--- src/logic/fsg_pkg.sv ---
/*
  fsg_pkg: shared constants for the frame sync generator.
  assumes: byte-wide registers, one per 32-bit Wishbone word.
*/
package fsg_pkg;
  // register indices; byte address is four times the index
  localparam logic [7:0] FSG_IDX_RESERVED = 8'h17;
  localparam logic [7:0] FSG_IDX_CTL      = 8'h18;
  localparam logic [7:0] FSG_IDX_HI_UP    = 8'h19;
  localparam logic [7:0] FSG_IDX_HI_LO    = 8'h1a;
  localparam logic [7:0] FSG_IDX_LO_UP    = 8'h1b;
  localparam logic [7:0] FSG_IDX_LO_LO    = 8'h1c;
  localparam logic [7:0] FSG_IDX_STATUS   = 8'h1d;
  localparam logic [7:0] FSG_RESET_BYTE   = 8'h00;

  // control field positions
  localparam int FSG_BIT_ENABLE = 0;
  localparam int FSG_BIT_SCHEME = 1;
  localparam int FSG_BIT_IDLE   = 2;
  localparam int FSG_BIT_SHOT   = 3;
  localparam int FSG_SRC_LSB    = 4;

  // source selector codes
  localparam logic [3:0] FSG_SRC_PORT0 = 4'h0;
  localparam logic [3:0] FSG_SRC_PORT1 = 4'h1;
  localparam logic [3:0] FSG_SRC_EXT5B = 4'he;
  localparam logic [1:0] FSG_SRC_FIX   = 2'h1;
  localparam logic       FSG_SRC_EXT   = 1'b1;

  // fixed reference rate and derived divider
  localparam int FSG_CLK_HZ   = 125_000_000;
  localparam int FSG_FIX_HZ   = 25_000_000;
  localparam int FSG_FIX_DIV  = FSG_CLK_HZ / FSG_FIX_HZ;
  localparam int FSG_NUM_GPIO = 6;

  typedef enum logic [1:0] {
    FSG_IDLE  = 2'b00,
    FSG_HIGH  = 2'b01,
    FSG_LOW   = 2'b10,
    FSG_SHOT  = 2'b11
  } fsg_state_e;
endpackage : fsg_pkg

--- src/logic/fsg_sync3.sv ---
/*
  fsg_sync3: three-flop synchroniser with agreement filter.
  assumes: input is asynchronous to clk_in.
*/
`timescale 1ns/1ps
module fsg_sync3 #(
  parameter int W = 1
) (
  input  wire logic         clk_in,
  input  wire logic         rstn_in,
  input  wire logic [W-1:0] async_in,
  output logic      [W-1:0] level_out
);
  logic [W-1:0] s1, s2, s3, lvl;
  logic [W-1:0] next_lvl;

  always_comb begin
    next_lvl = lvl;
    for (int i = 0; i < W; i++) begin
      if (s2[i] == s3[i]) begin
        next_lvl[i] = s2[i];
      end
    end
  end

  always_ff @(posedge clk_in or negedge rstn_in) begin
    if (!rstn_in) begin
      s1  <= '0;
      s2  <= '0;
      s3  <= '0;
      lvl <= '0;
    end else begin
      s1  <= async_in;
      s2  <= s1;
      s3  <= s2;
      lvl <= next_lvl;
    end
  end

  assign level_out = lvl;
endmodule : fsg_sync3

--- src/logic/fsg_frame_sync_generator.sv ---
/*
  fsg_frame_sync_generator: programmable frame sync pulse generator
  with a classic Wishbone register slave.
  assumes: frame clocks and general pins are asynchronous, sampled by fsg_sync3.
*/
`timescale 1ns/1ps
module fsg_frame_sync_generator
  import fsg_pkg::*;
(
  input  wire logic        clk_in,
  input  wire logic        rstn_in,
  input  wire logic        wb_cyc_in,
  input  wire logic        wb_stb_in,
  input  wire logic        wb_we_in,
  input  wire logic [31:0] wb_adr_in,
  input  wire logic [31:0] wb_dat_in,
  input  wire logic [3:0]  wb_sel_in,
  output logic      [31:0] wb_dat_out,
  output logic             wb_ack_out,
  input  wire logic        port0_frame_clk_in,
  input  wire logic        port1_frame_clk_in,
  input  wire logic [5:0]  general_pin_in,
  output logic             frame_trigger_out
);

  ////////////////////////////////////////////////////////////////////////////
  // registers
  logic [3:0]  sync_source_select;
  logic        idle_level;
  logic        period_scheme;
  logic        periodic_generator_enable;
  logic        one_shot_pulse;
  logic [7:0]  high_time_upper_byte, high_time_lower_byte;
  logic [7:0]  low_time_upper_byte, low_time_lower_byte;
  logic        ack;
  logic [31:0] rdata;
  logic [3:0]  next_src;
  logic        next_idle, next_scheme, next_en, next_shot;
  logic [7:0]  next_hu, next_hl, next_lu, next_ll;
  logic        next_ack;
  logic [31:0] next_rdata;

  function automatic logic hit(input logic [31:0] adr, input logic [7:0] idx);
    hit = (adr[1:0] == 2'b00) && (adr[31:2] == {22'h0, idx});
  endfunction : hit

  logic req, wr;
  assign req = wb_cyc_in && wb_stb_in && !ack;
  assign wr  = req && wb_we_in && wb_sel_in[0];

  fsg_state_e state;
  logic       sync_q;

  always_comb begin
    next_src    = sync_source_select;
    next_idle   = idle_level;
    next_scheme = period_scheme;
    next_en     = periodic_generator_enable;
    next_shot   = 1'b0;
    next_hu     = high_time_upper_byte;
    next_hl     = high_time_lower_byte;
    next_lu     = low_time_upper_byte;
    next_ll     = low_time_lower_byte;
    next_ack    = req;
    next_rdata  = '0;
    if (wr && hit(wb_adr_in, FSG_IDX_CTL)) begin
      next_src    = wb_dat_in[FSG_SRC_LSB +: 4];
      next_idle   = wb_dat_in[FSG_BIT_IDLE];
      next_scheme = wb_dat_in[FSG_BIT_SCHEME];
      next_en     = wb_dat_in[FSG_BIT_ENABLE];
      next_shot   = wb_dat_in[FSG_BIT_SHOT];
    end
    if (wr && hit(wb_adr_in, FSG_IDX_HI_UP)) next_hu = wb_dat_in[7:0];
    if (wr && hit(wb_adr_in, FSG_IDX_HI_LO)) next_hl = wb_dat_in[7:0];
    if (wr && hit(wb_adr_in, FSG_IDX_LO_UP)) next_lu = wb_dat_in[7:0];
    if (wr && hit(wb_adr_in, FSG_IDX_LO_LO)) next_ll = wb_dat_in[7:0];
    if (req && !wb_we_in) begin
      if (hit(wb_adr_in, FSG_IDX_CTL)) begin
        next_rdata[7:0] = {sync_source_select, 1'b0, idle_level,
                           period_scheme, periodic_generator_enable};
      end else if (hit(wb_adr_in, FSG_IDX_HI_UP)) begin
        next_rdata[7:0] = high_time_upper_byte;
      end else if (hit(wb_adr_in, FSG_IDX_HI_LO)) begin
        next_rdata[7:0] = high_time_lower_byte;
      end else if (hit(wb_adr_in, FSG_IDX_LO_UP)) begin
        next_rdata[7:0] = low_time_upper_byte;
      end else if (hit(wb_adr_in, FSG_IDX_LO_LO)) begin
        next_rdata[7:0] = low_time_lower_byte;
      end else if (hit(wb_adr_in, FSG_IDX_STATUS)) begin
        next_rdata[7:0] = {5'h0, state != FSG_IDLE, sync_q, state == FSG_SHOT};
      end else begin
        next_rdata = '0;
      end
    end
  end

  always_ff @(posedge clk_in or negedge rstn_in) begin
    if (!rstn_in) begin
      sync_source_select        <= 4'h0;
      idle_level                <= 1'b0;
      period_scheme             <= 1'b0;
      periodic_generator_enable <= 1'b0;
      one_shot_pulse            <= 1'b0;
      high_time_upper_byte      <= FSG_RESET_BYTE;
      high_time_lower_byte      <= FSG_RESET_BYTE;
      low_time_upper_byte       <= FSG_RESET_BYTE;
      low_time_lower_byte       <= FSG_RESET_BYTE;
      ack                       <= 1'b0;
      rdata                     <= '0;
    end else begin
      sync_source_select        <= next_src;
      idle_level                <= next_idle;
      period_scheme             <= next_scheme;
      periodic_generator_enable <= next_en;
      one_shot_pulse            <= next_shot;
      high_time_upper_byte      <= next_hu;
      high_time_lower_byte      <= next_hl;
      low_time_upper_byte       <= next_lu;
      low_time_lower_byte       <= next_ll;
      ack                       <= next_ack;
      rdata                     <= next_rdata;
    end
  end

  assign wb_ack_out = ack;
  assign wb_dat_out = rdata;

  ////////////////////////////////////////////////////////////////////////////
  // input synchronisers and reference tick
  logic [7:0] sync_lvl;
  logic       f0_q, f1_q;
  logic [2:0] div_cnt;
  logic [2:0] next_div;
  logic       fix_tick;

  fsg_sync3 #(.W(8)) u_sync (
    .clk_in    (clk_in),
    .rstn_in   (rstn_in),
    .async_in  ({port1_frame_clk_in, port0_frame_clk_in, general_pin_in}),
    .level_out (sync_lvl)
  );

  always_comb begin
    next_div = (div_cnt == 3'(FSG_FIX_DIV - 1)) ? 3'h0 : div_cnt + 3'h1;
  end

  assign fix_tick = (div_cnt == 3'(FSG_FIX_DIV - 1));

  logic ext_mode, fix_mode, ref_tick, ext_lvl;
  logic [2:0] pin_idx;
  assign ext_mode = sync_source_select[3] == FSG_SRC_EXT;
  assign fix_mode = sync_source_select[3:2] == FSG_SRC_FIX;
  assign pin_idx  = (sync_source_select == FSG_SRC_EXT5B) ? 3'd5 : sync_source_select[2:0];
  assign ext_lvl  = (pin_idx < 3'(FSG_NUM_GPIO)) ? sync_lvl[pin_idx] : 1'b0;

  always_comb begin
    if (fix_mode) begin
      ref_tick = fix_tick;
    end else if (sync_source_select == FSG_SRC_PORT0) begin
      ref_tick = sync_lvl[6] && !f0_q;
    end else if (sync_source_select == FSG_SRC_PORT1) begin
      ref_tick = sync_lvl[7] && !f1_q;
    end else begin
      ref_tick = 1'b0;
    end
  end

  ////////////////////////////////////////////////////////////////////////////
  // generator
  logic [23:0] cnt;
  logic [23:0] next_cnt;
  fsg_state_e  next_state;
  logic        next_sync;
  logic [23:0] hi_load, lo_load;
  logic        shot_pend, next_pend;

  always_comb begin
    if (period_scheme) begin
      hi_load = {high_time_lower_byte, low_time_upper_byte, low_time_lower_byte};
      lo_load = hi_load;
    end else begin
      hi_load = {8'h0, high_time_upper_byte, high_time_lower_byte};
      lo_load = {8'h0, low_time_upper_byte, low_time_lower_byte};
    end
  end

  always_comb begin
    next_state = state;
    next_cnt   = cnt;
    next_sync  = sync_q;
    next_pend  = shot_pend || one_shot_pulse;
    case (state)
      FSG_IDLE: begin
        next_sync = idle_level;
        if (periodic_generator_enable && ref_tick) begin
          next_state = idle_level ? FSG_HIGH : FSG_LOW;
          next_cnt   = idle_level ? hi_load : lo_load;
        end else if (shot_pend && ref_tick) begin
          next_state = FSG_SHOT;
          next_cnt   = idle_level ? lo_load : hi_load;
          next_sync  = !idle_level;
          next_pend  = one_shot_pulse;
        end
      end
      FSG_HIGH, FSG_LOW: begin
        if (!periodic_generator_enable) begin
          next_state = FSG_IDLE;
          next_sync  = idle_level;
        end else if (ref_tick) begin
          if (cnt == 24'h0) begin
            next_state = (state == FSG_HIGH) ? FSG_LOW : FSG_HIGH;
            next_cnt   = (state == FSG_HIGH) ? lo_load : hi_load;
            next_sync  = (state == FSG_LOW);
          end else begin
            next_cnt = cnt - 24'h1;
          end
        end
      end
      FSG_SHOT: begin
        if (ref_tick) begin
          if (cnt == 24'h0) begin
            next_state = FSG_IDLE;
            next_sync  = idle_level;
          end else begin
            next_cnt = cnt - 24'h1;
          end
        end
      end
      default: next_state = FSG_IDLE;
    endcase
  end

  always_ff @(posedge clk_in or negedge rstn_in) begin
    if (!rstn_in) begin
      state     <= FSG_IDLE;
      cnt       <= '0;
      sync_q    <= 1'b0;
      shot_pend <= 1'b0;
      div_cnt   <= '0;
      f0_q      <= 1'b0;
      f1_q      <= 1'b0;
    end else begin
      state     <= next_state;
      cnt       <= next_cnt;
      sync_q    <= next_sync;
      shot_pend <= next_pend;
      div_cnt   <= next_div;
      f0_q      <= sync_lvl[6];
      f1_q      <= sync_lvl[7];
    end
  end

  logic out_q;
  always_ff @(posedge clk_in or negedge rstn_in) begin
    if (!rstn_in) begin
      out_q <= 1'b0;
    end else begin
      out_q <= ext_mode ? ext_lvl : sync_q;
    end
  end
  assign frame_trigger_out = out_q;

  ////////////////////////////////////////////////////////////////////////////
  // assertions
  property p_shot_clears;
    @(posedge clk_in) disable iff (!rstn_in) one_shot_pulse |=> !one_shot_pulse;
  endproperty
  a_shot_clears: assert property (p_shot_clears) else $error("one-shot did not clear");

  property p_ctl_read_zero;
    @(posedge clk_in) disable iff (!rstn_in)
      (req && !wb_we_in && hit(wb_adr_in, FSG_IDX_CTL)) |=> !wb_dat_out[FSG_BIT_SHOT];
  endproperty
  a_ctl_read_zero: assert property (p_ctl_read_zero) else $error("one-shot read nonzero");

  property p_rsvd_zero;
    @(posedge clk_in) disable iff (!rstn_in)
      (req && !wb_we_in && hit(wb_adr_in, FSG_IDX_RESERVED)) |=> wb_dat_out == 32'h0;
  endproperty
  a_rsvd_zero: assert property (p_rsvd_zero) else $error("reserved byte not zero");

  property p_idle_level;
    @(posedge clk_in) disable iff (!rstn_in)
      (state == FSG_IDLE && $past(state) == FSG_IDLE && $past(idle_level) == idle_level) |-> sync_q == idle_level;
  endproperty
  a_idle_level: assert property (p_idle_level) else $error("idle level wrong");

  property p_disable_stops;
    @(posedge clk_in) disable iff (!rstn_in)
      (!periodic_generator_enable && (state == FSG_HIGH || state == FSG_LOW)) |=> state == FSG_IDLE;
  endproperty
  a_disable_stops: assert property (p_disable_stops) else $error("generator kept running");

  property p_high_reload;
    @(posedge clk_in) disable iff (!rstn_in)
      (state == FSG_LOW && periodic_generator_enable && ref_tick && cnt == 24'h0)
        |=> state == FSG_HIGH && cnt == $past(hi_load) && sync_q;
  endproperty
  a_high_reload: assert property (p_high_reload) else $error("high reload wrong");

  property p_low_reload;
    @(posedge clk_in) disable iff (!rstn_in)
      (state == FSG_HIGH && periodic_generator_enable && ref_tick && cnt == 24'h0)
        |=> state == FSG_LOW && cnt == $past(lo_load) && !sync_q;
  endproperty
  a_low_reload: assert property (p_low_reload) else $error("low reload wrong");

  property p_half_period;
    @(posedge clk_in) disable iff (!rstn_in)
      (period_scheme && periodic_generator_enable && ref_tick && cnt == 24'h0
        && (state == FSG_HIGH || state == FSG_LOW))
        |=> cnt == {$past(high_time_lower_byte), $past(low_time_upper_byte), $past(low_time_lower_byte)};
  endproperty
  a_half_period: assert property (p_half_period) else $error("shared period wrong");

  property p_ext_pass;
    @(posedge clk_in) disable iff (!rstn_in)
      (ext_mode && $stable(sync_source_select)) |=> frame_trigger_out == $past(ext_lvl);
  endproperty
  a_ext_pass: assert property (p_ext_pass) else $error("external sync not passed");

  property p_fix_tick;
    @(posedge clk_in) disable iff (!rstn_in) fix_tick |=> !fix_tick [*4];
  endproperty
  a_fix_tick: assert property (p_fix_tick) else $error("fixed reference rate wrong");

endmodule : fsg_frame_sync_generator

--- config.mk ---
export PLATFORM = sky130hd
export DESIGN_NAME = fsg_frame_sync_generator
export DESIGN_NICKNAME = d
export VERILOG_FILES = /design/src/logic/fsg_pkg.sv /design/src/logic/fsg_sync3.sv /design/src/logic/fsg_frame_sync_generator.sv
export SDC_FILE = /design/constraint.sdc
export NUM_CORES = 1
export LEC_CHECK = 0
export BUFFER_PORTS_ARGS = -buffer_cell sky130_fd_sc_hd__buf_2
export CAP_MARGIN = 20
export CORE_ASPECT_RATIO = 1.25
export CORE_UTILIZATION = 63
export CTS_BUF_LIST = sky130_fd_sc_hd__clkbuf_8
export CTS_CLUSTER_DIAMETER = 120
export CTS_CLUSTER_SIZE = 28
export DETAILED_ROUTE_END_ITERATION = 6
export PLACE_DENSITY = 0.88
export REMOVE_ABC_BUFFERS = 1
export SYNTH_ARGS = -nofsm -noshare
export SYNTH_HDL_FRONTEND = slang
export SYNTH_SLANG_ARGS = --single-unit
--- constraint.sdc ---
create_clock -name clk_in -period 6.2 [get_ports clk_in]
set_input_delay 0.93 -clock clk_in [delete_from_list [all_inputs] [get_ports clk_in]]
set_output_delay 0.93 -clock clk_in [all_outputs]
set_load 0.03 [all_outputs]
==> results.py, run 1 <==
metrics = {
    "critical_path": {
        "cp_max_fo": 19,
        "worstSetupStartpoint": "sync_source_select[1]$_DFFE_PN0P_",
        "path_common_cell": "a21oi_1",
        "reg2reg_to": "cnt[4]$_DFFE_PN0P_",
        "setup.worst_path.class": "flop to flop",
        "worstSetupPathDepth": 6,
        "worst_ep_arrival_time_ns": 3.52,
        "setup.worst_path.start_class": "flop",
        "cp_slowest_stage_delay_ns": 0.76,
        "critical_path_sink": "cnt[4]$_DFFE_PN0P_",
        "path_buf_inv": 0,
        "cp_data_required_time_ns": 6.55,
        "timing.critical_path.to_type": "flop",
        "crit_path_top_delay_cell": "a221oi_4",
        "timing.reg2reg.worst_path_depth": 6,
        "family_of_cells_with_the_greatest_summed_delay_on_the_critical_path": "compound AO/OA/AOI/OAI gates",
        "reg2reg_setup_slack_ns": 3.03,
        "rr_startpoint": "sync_source_select[1]$_DFFE_PN0P_",
        "crit_path_cell_trace": "or4b_1 -> a311oi_2 -> a21oi_1 -> a221oi_4 -> a21oi_1 -> o311ai_1",
    },
    "synth": {
        "synth_enable_flop_cells": 0,
        "synth_flop_cell": "dfrtp_1",
        "synth-seq-area-share": 0.453,
        "synthesis.instances": 611,
        "post_synth_num_cell_types": 74,
        "synthTopCellsByArea": "dfrtp_1 45%, mux2_2 9.6%, buf_4 3.1%",
        "synth-seq-cells": 115,
        "synth.avg_cell_area_um2": 10.4,
        "synth_async_sr_flop_share": 1.00,
        "synth_largest_area_cell": "dfrtp_1",
        "syn_std_cell_area_um2": 6350,
        "synth_top_area_share": 0.453,
        "ys.warnings.count": 0,
    },
    "detailed_routing": {
        "drc": 0,
        "route.antenna.remaining_nets": 0,
        "final_wirelength_um": 17700,
        "drt_iter0_drc": 621,
        "viasPerCell": 6.72,
        "dr_total_vias": 5390,
        "firstDrtPassIters": 5,
        "wl_per_cell_um": 22.0,
    },
    "clocking": {
        "cts_sinks": 115,
        "tritoncts": "done",
        "clock_insertion_delay_worst_skew_ns": 0.45,
        "hold_buffers": 0,
        "postCtsResizedCells": 0,
        "cts_buffers": 17,
        "clkTransAtPathRegs_ns": 0.08,
        "cts.root.buffer_cell": "clkbuf_8",
        "cts_buffer_depth": 2,
        "cts_htree_levels": 4,
        "post_cts.repair.setup_buffers": 0,
    },
    "power_and_ir_drop": {
        "leakage_uw": 0.00327,
        "fin_total_pwr_uw": 1610,
        "power.density_nw_per_um2": 228,
        "power.ir.vdd_worst_v": 0.000218,
    },
    "timing": {
        "hold_viol_final": 0,
        "period_minus_slack_ns": 3.17,
        "slew_viol_final": 0,
        "tightestPinTransition_ns": 1.04,
        "finalSetupTns_ns": 0,
        "worst_slew_margin_relative_to_its_limit": 0.304,
        "finalSetupViolCount": 0,
        "final_min_period_over_clock_period": 0.511,
        "clock.fmax_ghz": 0.315,
        "clock_tree_skew_after_final_layout_ns": 0.0134,
        "grt_setup_unrepaired": "false",
    },
    "grt": {
        "grt_start_max_net_pins": 73,
        "global_route.overflow_total": 0,
        "grt_use_total": 0.362,
        "grt_first_pass_wirelength_um": 28400,
        "via_count_of_the_first_global_routing_pass": 5523,
        "antenna_violations_before_repair": 0,
    },
    "placement": {
        "detailed_place_hpwl_um": 11600,
        "gp_congestion": 0.914,
        "placement.cell_area_um2": 6620,
        "placement.io_buffers": 63,
    },
    "die": {
        "floorplan.initialDensity": 0.654,
        "boundaryPins": 115,
        "placement_rows": 40,
        "floorplan.core_area_um2": 9710,
        "die_width_um": 91.8,
        "die_y_um": 114,
        "fp.dieArea_um2": 10500,
    },
    "final_layout": {
        "layout_common_cells": "115 x dfrtp_1, 62 x buf_2, 54 x mux2_2",
        "fillerInstances": 637,
        "finalInstanceArea_um2": 7040,
        "layout.cells.most_common": "dfrtp_1",
        "layout-area-overhead-vs-synth_pct": 10.8,
        "post_route_cells_drive_above_1_share": 0.259,
        "antenna_diode_count": 0,
        "multi_input_area_um2": 3150,
        "fin_nets": 752,
        "area.sequential_um2": 2880,
    },
    "hold_path": {
        "holdCritPathClass": "flop to flop",
    },
    "run_status": {
        "run_status": "finished, final reports clean",
    },
    "job": {
        "max_cap_viol_count": 0,
    },
}
[synth_stat cells, types with 7 or more instances]
cell type / count
dfrtp_1: 115
mux2_2: 54
nand2_1: 37
a21oi_1: 31
nor2_1: 31
buf_4: 26
o21ai_0: 23
clkbuf_1: 21
inv_1: 19
nand3_1: 18
mux2i_1: 16
nor3_1: 15
nor4_1: 12
a31oi_1: 11
a22oi_1: 10
a22o_1: 9
o31ai_1: 9
maj3_1: 8
nand4_1: 8
o211ai_1: 8
ha_1: 7
nand2b_1: 7
[final cells by class]
cell class	instances	share of cell area
multi-input cells	441	0.447
flip-flops and latches	115	0.409
repair buffers	70	0.0526
clock buffers	17	0.0333
clock inverters	14	0.0254
well taps	126	0.0224
inverters	19	0.0101
[state kept, by name, indices dropped and copies added (netlist names), 2 cells and up]
name	cells
u_sync.s2	8
low_time_lower_byte	8
high_time_upper_byte	8
u_sync.s3	8
cnt	24
low_time_upper_byte	8
u_sync.s1	8
div_cnt	3
wb_dat_out	8
high_time_lower_byte	8
u_sync.level_out	8
sync_source_select	4
state	2
[where the power goes]
group,leakage (uW),switching (uW),internal [uW],total (uW)
Clock,0.000205,348,401,748
Sequential,0.00152,8.93,764,773
Combinational,0.00154,60.8,23.9,84.7
[through the flow]
stage	worst slack [ns]	hold slack [ns]	std cells	utilization
detailed placement	2.99	0.336	771	0.682
global route	2.85	0.365	802	0.725
floorplan	3.33	0.331	575	-
global placement	3.05	0.332	771	0.682
finish	3.03	0.350	802	0.725
CTS	3.07	0.350	802	0.725
[worst min path at each step]
stage | end | from | cells after the start | slack (ns)
after CTS | u_sync.s2[5]$_DFF_PN0_ | u_sync.s1[5]$_DFF_PN0_ | 0 | 0.35
after global placement | u_sync.s2[2]$_DFF_PN0_ | u_sync.s1[2]$_DFF_PN0_ | 0 | 0.33
after detailed placement | u_sync.s2[0]$_DFF_PN0_ | u_sync.s1[0]$_DFF_PN0_ | 0 | 0.34
final | u_sync.s2[5]$_DFF_PN0_ | u_sync.s1[5]$_DFF_PN0_ | 0 | 0.35
after global routing | u_sync.s2[3]$_DFF_PN0_ | u_sync.s1[3]$_DFF_PN0_ | 0 | 0.37
after floorplan | u_sync.s2[0]$_DFF_PN0_ | u_sync.s1[0]$_DFF_PN0_ | 0 | 0.33
[metal layers]
metal,wire [um],global-route usage,part of all wire,up-vias
li1,-,-,-,2341
met1,6500,0.425,0.37,2615
met2,8870,0.611,0.50,349
met3,1420,0.0837,0.081,85
met4,875,0.214,0.050,0
met5,0,0,0,-
[cell families (layout without fill, tap and decap cells)]
kind of cell | after synthesis | after routing | synth area share
buffers and inverters | 78 | 120 | 0.0650
muxes | 72 | 72 | 0.128
AOI/OAI and AO/OA | 156 | 156 | 0.177
xor gates and xnor gates | 2 | 2 | 0.00276
adders and majority gates | 15 | 15 | 0.0264
and+or+nand+nor | 172 | 172 | 0.147
DFF | 115 | 115 | 0.453
other | 1 | 24 | 0.000591
(Power assumes the default switching activity.)
==> run 2: changes to the inputs <==
- CORE_UTILIZATION: 63 -> 58
- PLACE_DENSITY: 0.88 -> 0.82
- clock period: 6.2 -> 3.25 ns (I/O delays scaled with it)
==> run 2 against run 1 <==
Worst setup slack got worse by 2.8 ns. Maximum frequency is 4.7% higher. Clock power grew 78%. Cell count is 3.0% higher. Die area increased by 8.4%. Critical path depth grew 1. Sequential power grew 90%. Via count hardly changed. Largest cell class unchanged. Non-clock buffer count up 17. Critical path type unchanged. Hold slack worse by 0.28 ns. Sequential share of layout area down 0.64 points. Combinational power increased by 92%.
==> results.py, run 2 (synthesis gave the netlist of run 1 again) <==
metrics = {
    "clocking": {
        "cts_buffers": 17,
        "tritoncts": "done",
        "cts_sinks": 115,
        "clock_insertion_delay_worst_skew_ns": 0.45,
        "postCtsResizedCells": 0,
        "hold_buffers": 0,
        "cts_buffer_depth": 2,
        "post_cts.repair.setup_buffers": 0,
        "cts_htree_levels": 4,
        "cts.root.buffer_cell": "clkbuf_8",
        "clkTransAtPathRegs_ns": 0.08,
    },
    "critical_path": {
        "cp_slowest_stage_delay_ns": 0.61,
        "path_common_cell": "o21ai_0",
        "timing.reg2reg.worst_path_depth": 7,
        "reg2reg_setup_slack_ns": 0.22,
        "cp_max_fo": 15,
        "reg2reg_to": "cnt[19]$_DFFE_PN0P_",
        "crit_path_cell_trace": "or4b_1 -> a311oi_2 -> a21oi_1 -> a221o_2 -> buf_4 -> o21ai_0 -> o21ai_0",
        "path_buf_inv": 1,
        "cp_data_required_time_ns": 3.57,
        "crit_path_top_delay_cell": "or4b_1",
        "timing.critical_path.to_type": "flop",
        "setup.worst_path.class": "flop to flop",
        "worst_ep_arrival_time_ns": 3.35,
        "setup.worst_path.start_class": "flop",
        "family_of_cells_with_the_greatest_summed_delay_on_the_critical_path": "compound AO/OA/AOI/OAI gates",
        "rr_startpoint": "sync_source_select[1]$_DFFE_PN0P_",
    },
    "power_and_ir_drop": {
        "leakage_uw": 0.00335,
        "fin_total_pwr_uw": 2970,
        "power.ir.vdd_worst_v": 0.000511,
        "power.density_nw_per_um2": 415,
    },
    "detailed_routing": {
        "m1WireLength_um": 6360,
        "dr_wl_met3_um": 1100,
        "drc": 0,
        "final_wirelength_um": 16800,
        "route.antenna.remaining_nets": 0,
        "firstDrtPassIters": 5,
        "viasPerCell": 6.52,
        "wl_per_cell_um": 20.3,
        "dr_total_vias": 5388,
        "drt_iter0_drc": 389,
        "route.top_layer_used": "met4",
        "routed-wl-met2_um": 8510,
    },
    "final_layout": {
        "stdcell_count": 826,
        "layout-area-overhead-vs-synth_pct": 12.6,
        "fin_nets": 769,
        "layout.cells.most_common": "dfrtp_1",
        "largest_register_ff_count": 24,
        "fillerInstances": 796,
        "regMostFlops": "cnt",
        "layout_common_cells": "115 x dfrtp_1, 62 x buf_2, 54 x mux2_2",
        "post_route_cells_drive_above_1_share": 0.278,
        "finalCoreUtilization": 0.673,
        "antenna_diode_count": 0,
    },
    "grt": {
        "grt_start_max_net_pins": 55,
        "antenna_violations_before_repair": 0,
        "global_route.overflow_total": 0,
        "via_count_of_the_first_global_routing_pass": 5350,
        "grt_first_pass_wirelength_um": 27300,
        "grt_use_total": 0.319,
    },
    "timing": {
        "finalSetupTns_ns": 0,
        "tightestPinTransition_ns": 0.692,
        "period_minus_slack_ns": 3.03,
        "final_min_period_over_clock_period": 0.932,
        "finalSetupViolCount": 0,
        "grt_setup_unrepaired": "false",
        "slew_viol_final": 0,
        "worst_slew_margin_relative_to_its_limit": 0.538,
        "clock.fmax_ghz": 0.330,
        "clock_tree_skew_after_final_layout_ns": 0.0101,
        "setup_ws_ns": 0.221,
        "hold_viol_final": 0,
    },
    "hold_path": {
        "holdCritPathClass": "primary input to asynchronous set/reset pin",
    },
    "placement": {
        "dp_cells": 794,
        "placement.io_buffers": 63,
        "place_worst_setup_slack_ns": 0.316,
        "gp_congestion": 0.990,
        "detailed_place_hpwl_um": 11800,
    },
    "die": {
        "boundaryPins": 115,
        "die_y_um": 119,
        "placement_rows": 42,
        "floorplan.core_area_um2": 10600,
        "floorplan.initialDensity": 0.598,
        "die_width_um": 95.6,
        "fp.dieArea_um2": 11400,
    },
    "run_status": {
        "run_status": "finished, final reports clean",
    },
    "job": {
        "max_cap_viol_count": 0,
    },
}
-- run 2: power by group --
group          switching [uW]  internal (uW)  total (uW)
sequential               15.3           1460        1470
combinational             116           47.0         163
clock                     679            650        1330
total                     811           2160        2970
-- run 2: area by class of cell --
class	instances	area [um2]	share of cell area
sequential	115	2880	0.403
tap	132	165	0.0231
inverter	19	71.3	0.00998
clock inverter	14	143	0.0200
clock buffer	18	248	0.0347
timing repair buffer	87	498	0.0697
multi-input combinational	441	3150	0.440
-- run 2: worst register-to-register path, delay by kind of cell, from the launching register on --
kind	cells	cell delay (ns)
buffers and inverters	1	0.25
DFF	1	0.48
and+or+nand+nor	1	0.61
AOI/OAI and AO/OA	5	1.58
-- run 2: stage by stage --
step                      hold WS (ns)  instance area, um2
after floorplan                  0.192                6090
after global placement           0.332                6760
after detailed placement         0.336                6760
after CTS                       0.0827                7150
after global routing             0.125                7150
final                           0.0686                7150
-- run 2: worst max-delay path by stage --
| stage | from | to | slack [ns] | cells past startpoint |
|---|---|---|---|---|
| final | sync_source_select[1]$_DFFE_PN0P_ | cnt[19]$_DFFE_PN0P_ | 0.22 | 7 |
| after global routing | sync_source_select[1]$_DFFE_PN0P_ | cnt[16]$_DFFE_PN0P_ | 0.03 | 7 |
| after CTS | sync_source_select[1]$_DFFE_PN0P_ | cnt[16]$_DFFE_PN0P_ | 0.26 | 7 |
| after detailed placement | sync_source_select[1]$_DFFE_PN0P_ | cnt[16]$_DFFE_PN0P_ | 0.32 | 7 |
| after global placement | sync_source_select[1]$_DFFE_PN0P_ | cnt[19]$_DFFE_PN0P_ | 0.42 | 7 |
| after floorplan | state[0]$_DFFE_PN0P_ | cnt[11]$_DFFE_PN0P_ | 0.38 | 7 |
-- run 2: per-layer routing --
| metal | up-vias | global-route usage |
|---|---|---|
| met3 | 74 | 0.0702 |
| met4 | 0 | 0.177 |
| met5 | - | 0 |
| met2 | 309 | 0.515 |
| li1 | 2374 | - |
| met1 | 2631 | 0.390 |
==> run 3: changes to the inputs <==
- SYNTH_HIERARCHICAL: not set -> 1
==> run 3 against run 2 <==
Final area down 2.3%. Combinational power about the same. Highest routed layer unchanged. Die area down 2.9%. Core utilization up 1.1 points. Flip-flop and latch count unchanged. Worst setup slack better by 0.17 ns. Critical endpoint is now cnt[23]$_DFFE_PN0P_. Clock-buffer cell count down 1. Non-clock buffer count down 9. Clock power up 9%. Sequential power about the same.
==> results.py, run 3 <==
metrics = {
    "clocking": {
        "hold_buffers": 0,
        "cts_buffer_depth": 2,
        "postCtsResizedCells": 0,
        "post_cts.repair.setup_buffers": 0,
        "tritoncts": "done",
        "cts_htree_levels": 4,
        "clock_insertion_delay_worst_skew_ns": 0.44,
        "cts.root.buffer_cell": "clkbuf_8",
        "clkTransAtPathRegs_ns": 0.08,
        "cts_sinks": 115,
        "cts_buffers": 17,
    },
    "placement": {
        "detailed_place_hpwl_um": 11100,
        "placement.io_buffers": 63,
        "gp_congestion": 0.927,
    },
    "die": {
        "floorplan.initialDensity": 0.604,
        "die_width_um": 94.2,
        "fp.dieArea_um2": 11000,
        "boundaryPins": 115,
        "floorplan.core_area_um2": 10200,
        "die_y_um": 117,
        "placement_rows": 41,
    },
    "timing": {
        "period_minus_slack_ns": 2.86,
        "grt_setup_unrepaired": "false",
        "tightestPinTransition_ns": 0.704,
        "finalSetupViolCount": 0,
        "slew_viol_final": 0,
        "clock.fmax_ghz": 0.350,
        "final_min_period_over_clock_period": 0.879,
        "hold_viol_final": 0,
        "worst_slew_margin_relative_to_its_limit": 0.524,
        "clock_tree_skew_after_final_layout_ns": 0.00816,
        "finalSetupTns_ns": 0,
    },
    "final_layout": {
        "fillerInstances": 747,
        "layout.cells.most_common": "dfrtp_1",
        "largest_register_ff_count": 24,
        "antenna_diode_count": 0,
        "layout-area-overhead-vs-synth_pct": 13.3,
        "post_route_cells_drive_above_1_share": 0.256,
        "regMostFlops": "cnt",
        "layout_common_cells": "115 x dfrtp_1, 62 x buf_2, 53 x nand2_1",
        "fin_nets": 767,
    },
    "synth": {
        "synth_flop_cell": "dfrtp_1",
        "ys_top_cells_by_count": "115 x dfrtp_1, 53 x nand2_1, 52 x o21ai_0",
        "synth.avg_cell_area_um2": 10.0,
        "synth_top_area_share": 0.467,
        "synthTopCellsByArea": "dfrtp_1 47%, mux2_2 7.7%, o21ai_0 4.2%",
        "synth-seq-cells": 115,
        "post_synth_num_cell_types": 66,
        "ys.warnings.count": 6,
        "synth-seq-area-share": 0.467,
        "synthesis.instances": 615,
        "synth_enable_flop_cells": 0,
        "yosys.cell_count.top_type": "dfrtp_1",
        "synth_async_sr_flop_share": 1.00,
        "synth_largest_area_cell": "dfrtp_1",
        "syn_std_cell_area_um2": 6160,
    },
    "grt": {
        "grt_util_met2": 0.507,
        "grt_start_max_net_pins": 63,
        "global_route.peak_usage_layer": "met2",
        "global_route.overflow_total": 0,
        "grt_first_pass_wirelength_um": 24800,
        "grt_use_total": 0.300,
        "grt_util_met3": 0.0588,
        "globalRouteMet1Util": 0.365,
        "antenna_violations_before_repair": 0,
        "via_count_of_the_first_global_routing_pass": 4832,
    },
    "critical_path": {
        "worst_ep_arrival_time_ns": 3.22,
        "timing.critical_path.to_type": "flop",
        "setup.worst_path.class": "flop to flop",
        "cp_data_required_time_ns": 3.61,
        "timing.reg2reg.worst_path_depth": 9,
        "cp_max_fo": 9,
        "setup.worst_path.start_class": "flop",
    },
    "power_and_ir_drop": {
        "power.combinational.fraction": 0.052,
        "intPower_uw": 2290,
        "power.ir.vdd_worst_v": 0.000388,
        "total_switching_power_uw": 795,
        "power.density_nw_per_um2": 442,
        "power.share.clock": 0.470,
        "fin_total_pwr_uw": 3080,
        "power.switching_fraction": 0.258,
        "share_seq_of_total_power": 0.478,
        "leakage_uw": 0.00332,
    },
    "detailed_routing": {
        "viasPerCell": 6.20,
        "firstDrtPassIters": 6,
        "drt_iter0_drc": 507,
        "route.antenna.remaining_nets": 0,
        "wl_per_cell_um": 19.1,
        "final_wirelength_um": 15700,
        "dr_total_vias": 5089,
        "drc": 0,
    },
    "hold_path": {
        "holdCritPathClass": "primary input to asynchronous set/reset pin",
    },
    "job": {
        "max_cap_viol_count": 0,
    },
    "run_status": {
        "run_status": "finished, final reports clean",
    },
}
==> run 3: power groups by stage <==
stage	Clock (uW)	Sequential, uW	Combinational [uW]
finish	1450	1470	160
floorplan	0	1500	71.1
global route	1530	1480	177
detailed placement	0	1500	160
global placement	0	1500	154
CTS	1460	1470	161
==> run 3: kinds of logic (layout without fill, tap and decap cells) <==
logic type / Yosys count / count (layout) / synth area share
and+or+nand+nor: 172 / 172 / 0.147
AOI/OAI and AO/OA: 166 / 166 / 0.171
DFF: 115 / 115 / 0.467
buffers and inverters: 75 / 129 / 0.0619
muxes: 63 / 63 / 0.113
adders and majority gates: 15 / 15 / 0.0288
xor gates and xnor gates: 8 / 8 / 0.0114
other: 1 / 24 / 0.000609
==> run 3: final timing paths <==
| path | start | endpoint | slack (ns) |
|---|---|---|---|
| worst max register to register | cnt[0]$_DFFE_PN0P_ | cnt[23]$_DFFE_PN0P_ | 0.39 |
| min in group clk_in | general_pin_in[0] | u_sync/s1[0]$_DFF_PN0_ | 0.16 |
| worst min register to register | u_sync/s1[5]$_DFF_PN0_ | u_sync/s2[5]$_DFF_PN0_ | 0.35 |
| max in group asynchronous | rstn_in | sync_source_select[1]$_DFFE_PN0P_ | 2.39 |
| worst max-delay path | cnt[0]$_DFFE_PN0P_ | cnt[23]$_DFFE_PN0P_ | 0.39 |
| worst min-delay path | rstn_in | high_time_lower_byte[2]$_DFFE_PN0P_ | 0.09 |
==> run 3: layout make-up <==
type | instances | area [um2] | share of cell area
multi-input combinational | 448 | 2990 | 0.428
inverter | 19 | 71.3 | 0.0102
clock buffer | 17 | 234 | 0.0335
tap | 129 | 161 | 0.0231
sequential | 115 | 2880 | 0.412
clock inverter | 15 | 194 | 0.0278
timing repair buffer | 78 | 455 | 0.0652
==> run 3: critical path, cell delays in order, from the launching register on <==
cell,delay (ns)
dfrtp_1,0.42
inv_1,0.12
ha_1,0.20
or3b_1,0.44
or4_4,0.58
nor2_4,0.23
a21oi_1,0.13
nor2b_1,0.34
a22oi_1,0.16
o21ai_0,0.16
==> run 3: through the flow <==
| step | setup slack (ns) | std cells | hold WS, ns | area [um2] | utilization |
|---|---|---|---|---|---|
| finish | 0.392 | 821 | 0.0907 | 6980 | 0.684 |
| global route | 0.213 | 821 | 0.125 | 6980 | 0.684 |
| CTS | 0.445 | 821 | 0.115 | 6980 | 0.684 |
| detailed placement | 0.451 | 789 | 0.335 | 6560 | 0.642 |
| global placement | 0.523 | 789 | 0.340 | 6560 | 0.642 |
| floorplan | 0.0544 | 582 | 0.192 | 5940 | - |
==> run 3: per-layer routing <==
layer  wire, um  vias up
met5          0        -
met1       6050     2479
met4        640        0
met3       1010       58
met2       8000      232
li1           -     2320
